<file path="config.mk">
export PLATFORM = sky130hd
export DESIGN_NAME = sfci_top
export DESIGN_NICKNAME = d
export VERILOG_FILES = /design/src/sfci_pkg.sv /design/src/sfci_page_buf.sv /design/src/sfci_top.sv
export VERILOG_INCLUDE_DIRS = /design/src
export SDC_FILE = /design/constraint.sdc
export NUM_CORES = 2
export LEC_CHECK = 0
export ABC_AREA = 0
export BUFFER_PORTS_ARGS = -buffer_cell sky130_fd_sc_hd__buf_2
export CAP_MARGIN = 20
export CELL_PAD_IN_SITES_DETAIL_PLACEMENT = 1
export CELL_PAD_IN_SITES_GLOBAL_PLACEMENT = 1
export CORE_AREA = 2 2 424 426
export CTS_CLUSTER_SIZE = 25
export DETAILED_ROUTE_END_ITERATION = 10
export DIE_AREA = 0 0 426 428
export PLACE_DENSITY = 0.84
export SETUP_SLACK_MARGIN = 0.5
export SYNTH_ARGS = -nofsm -noshare
export SYNTH_HDL_FRONTEND = slang
export SYNTH_SLANG_ARGS = --single-unit
export TNS_END_PERCENT = 1
</file>
<file path="constraint.sdc">
create_clock -name mclk -period 7.83 [get_ports mclk]
set_clock_uncertainty 0.1 [all_clocks]
set_input_delay 1.1745 -clock mclk [delete_from_list [all_inputs] [get_ports mclk]]
set_output_delay 1.1745 -clock mclk [all_outputs]
set_load 0.01 [all_outputs]
</file>
<file path="src/sfci_defs.svh">
// Summary of operation
// - opcodes, addresses and data move most significant bit first, both directions.
// - input bits are captured on rising serial clock edges after select falls.
// - read data is driven out; host may end the read after any bit.
// - write and erase run only if select rises on a whole byte boundary.
// - memory commands are refused while a write or erase cycle runs.
// - opcode 06 with nothing else sets the write enable latch, status bit 1.
// - opcode 04 with nothing else clears the write enable latch.
// - latch clears at power-up and when any write or erase cycle completes, unless opcode 06 sets it in the same cycle.
// - opcode 05 returns the status byte, repeated while select stays low.
// - read 03 takes three address bytes; fast read 0B adds one dummy byte.
// - write bytes 02 takes address then data; only the last 256 are kept.
// - with the latch clear, every write and erase command is refused.
// - write in progress reads 1 during a cycle and 0 otherwise.
// - bulk erase C7 runs only when every protect bit is 0.
// - write bytes and sector erase D8 are blocked in the protected region.
// - opcode AB takes three dummy bytes then repeats the id, low densities only.
// - opcode 9F takes two dummy bytes then repeats the id, high density only.
// - four sectors: 00 none, 01 sector 3, 10 sectors 2-3, 11 all.
// - eight sectors: 000 none, 001 s7, 010 s6-7, 011 s4-7, 1xx all.
// - write status 01 with one data byte changes only the protect bits.
// - write status runs only if select rises right after its eighth data bit.
// - write in progress sits in status bit 0.
`ifndef SFCI_DEFS_SVH
`define SFCI_DEFS_SVH

// ==========================================================
// opcodes
`define SFCI_OP_WREN   8'h06
`define SFCI_OP_WRDI   8'h04
`define SFCI_OP_RDSR   8'h05
`define SFCI_OP_READ   8'h03
`define SFCI_OP_FAST   8'h0B
`define SFCI_OP_WSTAT  8'h01
`define SFCI_OP_PROG   8'h02
`define SFCI_OP_BULK   8'hC7
`define SFCI_OP_SECT   8'hD8
`define SFCI_OP_SID    8'hAB
`define SFCI_OP_RDID   8'h9F

// ==========================================================
// framing counts
`define SFCI_ADDR_LEFT   2'h2
`define SFCI_SID_LEFT    2'h2
`define SFCI_RDID_LEFT   2'h1
`define SFCI_WSTAT_BYTES 4'h2
`define SFCI_SECT_BYTES  4'h4
`define SFCI_OPC_BYTES   4'h1
`define SFCI_BYTE_MAX    4'hF
`define SFCI_LAST_BIT    3'h7
`define SFCI_PAGE_BYTES  9'h100

// ==========================================================
// status layout and sector fields
`define SFCI_WIP_BIT   0
`define SFCI_WEL_BIT   1
`define SFCI_BP_LSB    2
`define SFCI_SEC4_LSB  15
`define SFCI_SEC8_LSB  16
`define SFCI_BP_RESET  3'h0

`endif

</file>
<file path="src/sfci_pkg.sv">
package sfci_pkg;

	typedef enum logic [5:0] {
		ST_OPCODE   = 6'b00_0001,
		ST_ADDR     = 6'b00_0010,
		ST_DUMMY    = 6'b00_0100,
		ST_DATA_IN  = 6'b00_1000,
		ST_DATA_OUT = 6'b01_0000,
		ST_IGNORE   = 6'b10_0000
	} sfci_state_e;

	typedef enum logic [1:0] {
		OP_PROG  = 2'h0,
		OP_SECT  = 2'h1,
		OP_BULK  = 2'h2,
		OP_WSTAT = 2'h3
	} sfci_op_e;

endpackage : sfci_pkg

</file>
<file path="src/sfci_page_buf.sv">
`timescale 1ns/100ps
module sfci_page_buf (
	input  wire logic       mclk,
	input  wire logic       sys_rst,
	input  wire logic       wr_en,
	input  wire logic [7:0] wr_addr,
	input  wire logic [7:0] wr_data,
	input  wire logic [7:0] rd_addr,
	output logic      [7:0] rd_data
);
	logic [7:0] mem [0:255];

	always_ff @(posedge mclk) begin
		if (wr_en) begin
			mem[wr_addr] <= wr_data;
		end
	end

	always_ff @(posedge mclk or posedge sys_rst) begin
		if (sys_rst) begin
			rd_data <= 8'h00;
		end else begin
			rd_data <= mem[rd_addr];
		end
	end
endmodule : sfci_page_buf

</file>
<file path="src/sfci_top.sv">
`timescale 1ns/100ps
`include "sfci_defs.svh"
module sfci_top import sfci_pkg::*; #(
	// identity values are arbitrary
	parameter logic [7:0] SILICON_ID = 8'h5A,
	parameter logic [7:0] DEVICE_ID  = 8'hA5
) (
	input  wire logic        mclk,
	input  wire logic        sys_rst,
	input  wire logic        chip_select_n,
	input  wire logic        serial_clock,
	input  wire logic        serial_data_in,
	output logic             serial_data_out,
	output logic             serial_data_out_oe,
	input  wire logic        eight_sector,
	input  wire logic        high_density,
	output logic             mem_rd_req,
	output logic      [23:0] mem_rd_addr,
	input  wire logic [7:0]  mem_rd_data,
	output logic             op_start,
	output sfci_op_e         op_kind,
	output logic      [23:0] op_addr,
	output logic      [8:0]  op_count,
	input  wire logic        op_done,
	input  wire logic [7:0]  buf_rd_addr,
	output logic      [7:0]  buf_rd_data,
	output logic             write_in_progress,
	output logic             write_enable_latch,
	output logic      [2:0]  protect_level
);
	// ==========================================================
	// protection decode
	function automatic logic sfci_protected(input logic [2:0]  bp,
		input logic eight, input logic [23:0] a);
		logic [2:0] s;
		logic       p;
		s = eight ? a[`SFCI_SEC8_LSB +: 3] : {1'b0, a[`SFCI_SEC4_LSB +: 2]};
		p = 1'b1;
		if (eight) begin
			case (bp)
				3'h0: p = 1'b0;
				3'h1: p = (s == 3'h7);
				3'h2: p = (s >= 3'h6);
				3'h3: p = (s >= 3'h4);
				default: p = 1'b1;
			endcase
		end else begin
			case (bp[1:0])
				2'h0: p = 1'b0;
				2'h1: p = (s == 3'h3);
				2'h2: p = (s >= 3'h2);
				default: p = 1'b1;
			endcase
		end
		return p;
	endfunction : sfci_protected

	// ==========================================================
	// pin synchronisers
	logic cs_s1, cs_s2, cs_s3, sck_s1, sck_s2, sck_s3, sdi_s1, sdi_s2;

	always_ff @(posedge mclk or posedge sys_rst) begin
		if (sys_rst) begin
			cs_s1  <= 1'b1;
			cs_s2  <= 1'b1;
			cs_s3  <= 1'b1;
			sck_s1 <= 1'b0;
			sck_s2 <= 1'b0;
			sck_s3 <= 1'b0;
			sdi_s1 <= 1'b0;
			sdi_s2 <= 1'b0;
		end else begin
			cs_s1  <= chip_select_n;
			cs_s2  <= cs_s1;
			cs_s3  <= cs_s2;
			sck_s1 <= serial_clock;
			sck_s2 <= sck_s1;
			sck_s3 <= sck_s2;
			sdi_s1 <= serial_data_in;
			sdi_s2 <= sdi_s1;
		end
	end

	logic sck_rise, sck_fall, cs_rise;
	assign sck_rise = sck_s2 & ~sck_s3 & ~cs_s2;
	assign sck_fall = ~sck_s2 & sck_s3 & ~cs_s2;
	assign cs_rise  = cs_s2 & ~cs_s3;

	// ==========================================================
	// framing
	sfci_state_e state_reg, op_next;
	logic [7:0]  opcode_reg;
	logic [1:0]  left_reg, op_left;
	logic [2:0]  bit_cnt_reg;
	logic [3:0]  byte_cnt_reg;
	logic [8:0]  data_cnt_reg;
	logic [7:0]  page_idx_reg;
	logic [6:0]  in_shift_reg;
	logic [7:0]  ws_byte_reg;
	logic [23:0] addr_reg;
	logic [7:0]  byte_val;
	logic        byte_done;

	assign byte_val  = {in_shift_reg, sdi_s2};
	assign byte_done = sck_rise & (bit_cnt_reg == `SFCI_LAST_BIT);

	always_comb begin
		op_left = `SFCI_ADDR_LEFT;
		case (byte_val)
			`SFCI_OP_WREN, `SFCI_OP_WRDI: op_next = ST_DATA_IN;
			`SFCI_OP_RDSR: op_next = ST_DATA_OUT;
			`SFCI_OP_READ, `SFCI_OP_FAST: op_next = ST_ADDR;
			`SFCI_OP_PROG, `SFCI_OP_SECT: op_next = ST_ADDR;
			`SFCI_OP_WSTAT, `SFCI_OP_BULK: op_next = ST_DATA_IN;
			`SFCI_OP_SID: begin
				op_next = high_density ? ST_IGNORE : ST_DUMMY;
				op_left = `SFCI_SID_LEFT;
			end
			`SFCI_OP_RDID: begin
				op_next = high_density ? ST_DUMMY : ST_IGNORE;
				op_left = `SFCI_RDID_LEFT;
			end
			default: op_next = ST_IGNORE;
		endcase
		// anything touching the array is refused while the cycle runs
		if (write_in_progress && (byte_val == `SFCI_OP_READ
			|| byte_val == `SFCI_OP_FAST || byte_val == `SFCI_OP_PROG
			|| byte_val == `SFCI_OP_SECT || byte_val == `SFCI_OP_BULK
			|| byte_val == `SFCI_OP_WSTAT)) begin
			op_next = ST_IGNORE;
		end
	end

	always_ff @(posedge mclk or posedge sys_rst) begin
		if (sys_rst) begin
			state_reg  <= ST_OPCODE;
			opcode_reg <= 8'h00;
			left_reg   <= 2'h0;
		end else if (cs_s2) begin
			state_reg <= ST_OPCODE;
			left_reg  <= 2'h0;
		end else if (byte_done) begin
			case (state_reg)
				ST_OPCODE: begin
					opcode_reg <= byte_val;
					state_reg  <= op_next;
					left_reg   <= op_left;
				end
				ST_ADDR: begin
					left_reg <= left_reg - 2'h1;
					if (left_reg == 2'h0) begin
						case (opcode_reg)
							`SFCI_OP_READ: state_reg <= ST_DATA_OUT;
							`SFCI_OP_FAST: state_reg <= ST_DUMMY;
							default: state_reg <= ST_DATA_IN;
						endcase
						left_reg <= 2'h0;
					end
				end
				ST_DUMMY: begin
					left_reg <= left_reg - 2'h1;
					if (left_reg == 2'h0) begin
						state_reg <= ST_DATA_OUT;
					end
				end
				default: state_reg <= state_reg;
			endcase
		end
	end

	always_ff @(posedge mclk or posedge sys_rst) begin
		if (sys_rst) begin
			bit_cnt_reg  <= 3'h0;
			byte_cnt_reg <= 4'h0;
			data_cnt_reg <= 9'h000;
			page_idx_reg <= 8'h00;
			in_shift_reg <= 7'h00;
			ws_byte_reg  <= 8'h00;
			addr_reg     <= 24'h00_0000;
		end else if (cs_s2) begin
			bit_cnt_reg  <= 3'h0;
			byte_cnt_reg <= 4'h0;
			data_cnt_reg <= 9'h000;
			page_idx_reg <= 8'h00;
		end else if (sck_rise) begin
			bit_cnt_reg  <= bit_cnt_reg + 3'h1;
			in_shift_reg <= byte_val[6:0];
			if (byte_done) begin
				if (byte_cnt_reg != `SFCI_BYTE_MAX) begin
					byte_cnt_reg <= byte_cnt_reg + 4'h1;
				end
				if (state_reg == ST_ADDR) begin
					addr_reg <= {addr_reg[15:0], byte_val};
				end
				if (state_reg == ST_DATA_IN) begin
					if (data_cnt_reg == 9'h000) begin
						ws_byte_reg <= byte_val;
					end
					// byte count saturates, the page index must keep wrapping
					page_idx_reg <= page_idx_reg + 8'h01;
					if (data_cnt_reg != `SFCI_PAGE_BYTES) begin
						data_cnt_reg <= data_cnt_reg + 9'h001;
					end
				end
			end
		end
	end

	// ==========================================================
	// page buffer: index wraps, so the last 256 bytes survive
	logic       buf_wr;
	logic [7:0] buf_addr;
	assign buf_addr = addr_reg[7:0] + page_idx_reg;
	assign buf_wr = byte_done & (state_reg == ST_DATA_IN)
		& (opcode_reg == `SFCI_OP_PROG);

	sfci_page_buf u_buf (
		.mclk    (mclk),
		.sys_rst (sys_rst),
		.wr_en   (buf_wr),
		.wr_addr (buf_addr),
		.wr_data (byte_val),
		.rd_addr (buf_rd_addr),
		.rd_data (buf_rd_data)
	);

	// ==========================================================
	// read data path
	logic [2:0] out_bit_reg;
	logic [6:0] out_shift_reg;
	logic [7:0] out_src;
	logic       load_out, is_read, enter_read;

	assign is_read  = (opcode_reg == `SFCI_OP_READ)
		| (opcode_reg == `SFCI_OP_FAST);
	assign load_out = sck_fall & (state_reg == ST_DATA_OUT)
		& (out_bit_reg == 3'h0);
	assign enter_read = byte_done & (left_reg == 2'h0)
		& (((state_reg == ST_ADDR) & (opcode_reg == `SFCI_OP_READ))
		| ((state_reg == ST_DUMMY) & (opcode_reg == `SFCI_OP_FAST)));

	always_comb begin
		case (opcode_reg)
			`SFCI_OP_RDSR: out_src = {3'h0, protect_level,
				write_enable_latch, write_in_progress};
			`SFCI_OP_SID:  out_src = SILICON_ID;
			`SFCI_OP_RDID: out_src = DEVICE_ID;
			default:       out_src = mem_rd_data;
		endcase
	end

	always_ff @(posedge mclk or posedge sys_rst) begin
		if (sys_rst) begin
			mem_rd_req  <= 1'b0;
			mem_rd_addr <= 24'h00_0000;
		end else if (enter_read) begin
			mem_rd_req  <= 1'b1;
			mem_rd_addr <= (opcode_reg == `SFCI_OP_READ)
				? {addr_reg[15:0], byte_val} : addr_reg;
		end else if (load_out && is_read) begin
			// prefetch the next byte well before its first bit is due
			mem_rd_req  <= 1'b1;
			mem_rd_addr <= mem_rd_addr + 24'h00_0001;
		end else begin
			mem_rd_req <= 1'b0;
		end
	end

	always_ff @(posedge mclk or posedge sys_rst) begin
		if (sys_rst) begin
			out_bit_reg        <= 3'h0;
			out_shift_reg      <= 7'h00;
			serial_data_out    <= 1'b0;
			serial_data_out_oe <= 1'b0;
		end else if (cs_s2) begin
			out_bit_reg        <= 3'h0;
			serial_data_out    <= 1'b0;
			serial_data_out_oe <= 1'b0;
		end else if (sck_fall && state_reg == ST_DATA_OUT) begin
			out_bit_reg        <= out_bit_reg + 3'h1;
			serial_data_out_oe <= 1'b1;
			if (load_out) begin
				serial_data_out <= out_src[7];
				out_shift_reg   <= out_src[6:0];
			end else begin
				serial_data_out <= out_shift_reg[6];
				out_shift_reg   <= {out_shift_reg[5:0], 1'b0};
			end
		end
	end

	// ==========================================================
	// execution at select rise
	logic frame_ok, do_wren, do_wrdi, do_start, prot;
	sfci_op_e kind;

	assign prot     = sfci_protected(protect_level, eight_sector, addr_reg);
	assign frame_ok = cs_rise & (state_reg == ST_DATA_IN)
		& (bit_cnt_reg == 3'h0);
	assign do_wren  = frame_ok & (opcode_reg == `SFCI_OP_WREN)
		& (byte_cnt_reg == `SFCI_OPC_BYTES);
	assign do_wrdi  = frame_ok & (opcode_reg == `SFCI_OP_WRDI)
		& (byte_cnt_reg == `SFCI_OPC_BYTES);

	always_comb begin
		kind     = OP_PROG;
		do_start = 1'b0;
		case (opcode_reg)
			`SFCI_OP_WSTAT: begin
				kind     = OP_WSTAT;
				do_start = byte_cnt_reg == `SFCI_WSTAT_BYTES;
			end
			`SFCI_OP_PROG: begin
				kind     = OP_PROG;
				do_start = (data_cnt_reg != 9'h000) & ~prot;
			end
			`SFCI_OP_SECT: begin
				kind     = OP_SECT;
				do_start = (byte_cnt_reg == `SFCI_SECT_BYTES) & ~prot;
			end
			`SFCI_OP_BULK: begin
				kind     = OP_BULK;
				do_start = (byte_cnt_reg == `SFCI_OPC_BYTES)
					& (protect_level == 3'h0);
			end
			default: do_start = 1'b0;
		endcase
		do_start = do_start & frame_ok & write_enable_latch;
	end

	always_ff @(posedge mclk or posedge sys_rst) begin
		if (sys_rst) begin
			op_start <= 1'b0;
			op_kind  <= OP_PROG;
			op_addr  <= 24'h00_0000;
			op_count <= 9'h000;
		end else begin
			op_start <= do_start;
			if (do_start) begin
				op_kind  <= kind;
				op_addr  <= addr_reg;
				op_count <= data_cnt_reg;
			end
		end
	end

	always_ff @(posedge mclk or posedge sys_rst) begin
		if (sys_rst) begin
			write_in_progress <= 1'b0;
		end else if (do_start) begin
			write_in_progress <= 1'b1;
		end else if (op_done) begin
			write_in_progress <= 1'b0;
		end
	end

	always_ff @(posedge mclk or posedge sys_rst) begin
		if (sys_rst) begin
			write_enable_latch <= 1'b0;
		end else if (do_wren) begin
			write_enable_latch <= 1'b1;
		end else if (do_wrdi || (op_done && write_in_progress)) begin
			write_enable_latch <= 1'b0;
		end
	end

	// protect bits only; other status bits are not touched
	always_ff @(posedge mclk or posedge sys_rst) begin
		if (sys_rst) begin
			protect_level <= `SFCI_BP_RESET;
		end else if (op_done && write_in_progress && op_kind == OP_WSTAT) begin
			protect_level <= {ws_byte_reg[`SFCI_BP_LSB + 2] & eight_sector,
				ws_byte_reg[`SFCI_BP_LSB +: 2]};
		end
	end
endmodule : sfci_top

</file>
==> flow_summary_export.csv <==
group,metric,value,unit
sta,rsz0062_at_grt,"no",
placement,dpl.hpwl,158000,um
logic_synthesis,synth_commonest_cells,"2,048 x edfxtp_1, 492 x mux4_2, 243 x nor3_1",
drt,vias,52700,
setup_path,critPathKind,"flip-flop to flip-flop",
logic_synthesis,synth_edf_count,2048,
clocking,clock_sinks,2216,
sta,period_share,71.7,%
min_path,min-delay-path-class,"input pin to async pin",
sta,setup_viol,0,
setup_path,crit_path_cell_trace,"ha_1, fa_1, a21o_1, a21oi_1, o211ai_1, xnor2_2, buf_4, nand4_1, a21oi_1",
grt,grt_max_degree,258,
logic_synthesis,syn_area,88500,um2
setup_path,worst_setup_path_start_kind,"flip-flop",
grt,grt.overflow.total,0,
clocking,clk_latency,0.89,ns
cells_and_area,layout-drive-gt1-share,27.2,%
logic_synthesis,async_flop_share,7.58,%
setup_path,r2r_cells,9,
setup_path,crit_arrival,6.01,ns
cells_and_area,fillCellCount,15600,
grt,grt_pass1_wl,391000,um
clocking,tritoncts,"built",
cells_and_area,largest_register_ffs,2048,
logic_synthesis,synth_top_area_cell,"edfxtp_1",
die,dieArea,182000,um2
logic_synthesis,avgSynthCellArea,19.4,um2
cells_and_area,nets,4921,
power_and_ir_drop,p_per_area,270,nW/um2
sta,slew_violations,0,
clocking,post-cts-setup-buffers,0,
clocking,root_buffer,"clkbuf_16",
die,die_w,426,um
setup_path,path_common_cell,"a21oi_1",
sta,finalHoldViolCount,0,
flow_run,maxCapViolCount,0,
setup_path,crit_path_top_delay_cell,"a21oi_1",
clocking,cts_hold_buffers,0,
logic_synthesis,synthCells,4561,
sta,maxSlewHeadroom,13.3,%
clocking,clk_pin_slew,0.06,ns
logic_synthesis,ys_types,89,
cells_and_area,regMostFlops,"u_buf.mem",
die,die_h,428,um
clocking,cts_inserted_buffers,210,
power_and_ir_drop,power.total,27.2,mW
power_and_ir_drop,p_leak,33.0,nW
drt,drtAntennaViolNets,0,
clocking,cts_resized,0,
logic_synthesis,yosysMostFrequentCell,"edfxtp_1",
sta,clock.fmax,178,MHz
drt,wl_per_cell,38.3,um
sta,fin_tns_setup,0,ns
setup_path,reg2reg_from,"addr_reg[0]",
placement,portBuffers,99,
grt,antenna_found_initial,18,
setup_path,cp_max_fo,64,
logic_synthesis,ys_seq_area_share,74.2,%
sta,tightest_slew,1.30,ns
grt,grt_use_total,29.8,%
cells_and_area,finalNonFillerCells,7418,
die,num_io_pins,100,
clocking,cts_max_level,4,
cells_and_area,syn_to_final_growth,13.6,%
drt,drt_wl_total,284000,um
placement,routabilityCongestion,0.894,
setup_path,endpoint,"u_buf.mem[131][0]",
drt,drt_iter0_markers,9113,
logic_synthesis,synth_nets,4609,
setup_path,crit_path_start,"addr_reg[0]",
logic_synthesis,synth.top_cell.area_share,69.5,%
die,initial_utilization,49.8,%
power_and_ir_drop,ir_drop,0.300,mV
logic_synthesis,yosys_warnings,0,
sta,setup_slack,2.21,ns
drt,vias_per_cell,7.10,
logic_synthesis,synth-seq-cells,2216,
die,rows,155,
setup_path,required,8.22,ns
placement,dp.cells,6980,
sta,min_period,5.62,ns
logic_synthesis,synth_flop_cell,"edfxtp_1",
placement,dp_slack,2.49,ns
clocking,clock_path_buffers,3,
setup_path,cp-end-kind,"flip-flop",
die,core,178000,um2
setup_path,cpPeakStageDelay,1.00,ns
setup_path,r2r-end,"u_buf.mem[131][0]",
outcome,outcome,"completed",
grt,grt_pass1_vias,52700,
logic_synthesis,netlist_top_cells_area,"edfxtp_1 69%, mux4_2 13%, dfrtp_1 4.6%",
setup_path,r2r_slack,2.21,ns
drt,drc,0,
drt,first_pass_iters,8,
logic make-up after synthesis:
logic type | synth area share (%)
xor gates and xnor gates | 0.327
and+or+nand+nor | 4.44
buffers and inverters | 1.63
DFF | 74.2
AOI/OAI and AO/OA | 4.03
muxes | 15.0
adders and majority gates | 0.348
area by class of cell:
| cell class | instances | area (um2) | share of cell area (%) |
|---|---|---|---|
| sequential | 2216 | 65700 | 65.4 |
| multi-input combinational | 2012 | 21700 | 21.6 |
| clock buffer | 270 | 5670 | 5.63 |
| timing repair buffer | 403 | 2990 | 2.97 |
| tap | 2355 | 2950 | 2.93 |
| clock inverter | 126 | 1360 | 1.35 |
| inverter | 30 | 120 | 0.119 |
| antenna | 6 | 15.0 | 0.0149 |
layout by cell type (no fill, tap or decap), types with 47 or more instances in the layout:
cell / netlist / routed
edfxtp_1: 2048 / 2048
mux4_2: 492 / 492
buf_4: 23 / 260
nor3_1: 243 / 215
clkbuf_16: 0 / 214
dfrtp_1: 164 / 156
a21oi_1: 145 / 144
nand3_1: 141 / 141
mux2i_1: 123 / 123
a22oi_1: 119 / 119
buf_2: 84 / 118
mux2_2: 85 / 85
nand2_1: 80 / 80
nor2_1: 63 / 61
nand4_1: 56 / 56
o22ai_1: 55 / 55
clkinv_1: 1 / 47
per-stage QoR:
step	hold WS (ns)	utilization, %	area, um2
after floorplan	0.231	-	88500
after global placement	0.234	52.3	93000
after detailed placement	0.237	52.4	93100
after CTS	0.236	56.4	100000
after global routing	0.259	56.6	101000
final	0.249	56.6	101000
worst min path at each step:
stage | depth (start not counted) | end | startpoint | slack, ns
finish | 2 | op_start | sys_rst | 0.25
CTS | 1 | cs_s1 | chip_select_n | 0.24
floorplan | 0 | sck_s2 | sck_s1 | 0.23
global route | 0 | sck_s2 | sck_s1 | 0.26
detailed placement | 0 | sck_s2 | sck_s1 | 0.24
global placement | 0 | sck_s2 | sck_s1 | 0.23
critical path: cells and delay by family, from the launching register on:
kind	cells	cell delay (ns)
flops	1	0.47
xor+xnor	1	0.39
simple gates	1	0.48
compound gates	4	2.28
fa+ha+maj	2	0.76
buf+inv	1	0.69
where the power goes:
part	switching (mW)	total, mW	internal [mW]
clock	4.82	10.7	5.90
sequential	0.346	14.4	14.0
combinational	1.64	2.10	0.457
total	6.80	27.2	20.4
per-layer routing:
| layer | up-vias | track usage [%] | part of all wire (%) |
|---|---|---|---|
| li1 | 19600 | - | - |
| met1 | 27000 | 38.4 | 34 |
| met2 | 4893 | 47.6 | 48 |
| met3 | 1104 | 7.61 | 12 |
| met4 | 24 | 13.7 | 6.2 |
| met5 | - | 0 | 0.052 |
Power figures use the tool's default switching activity.
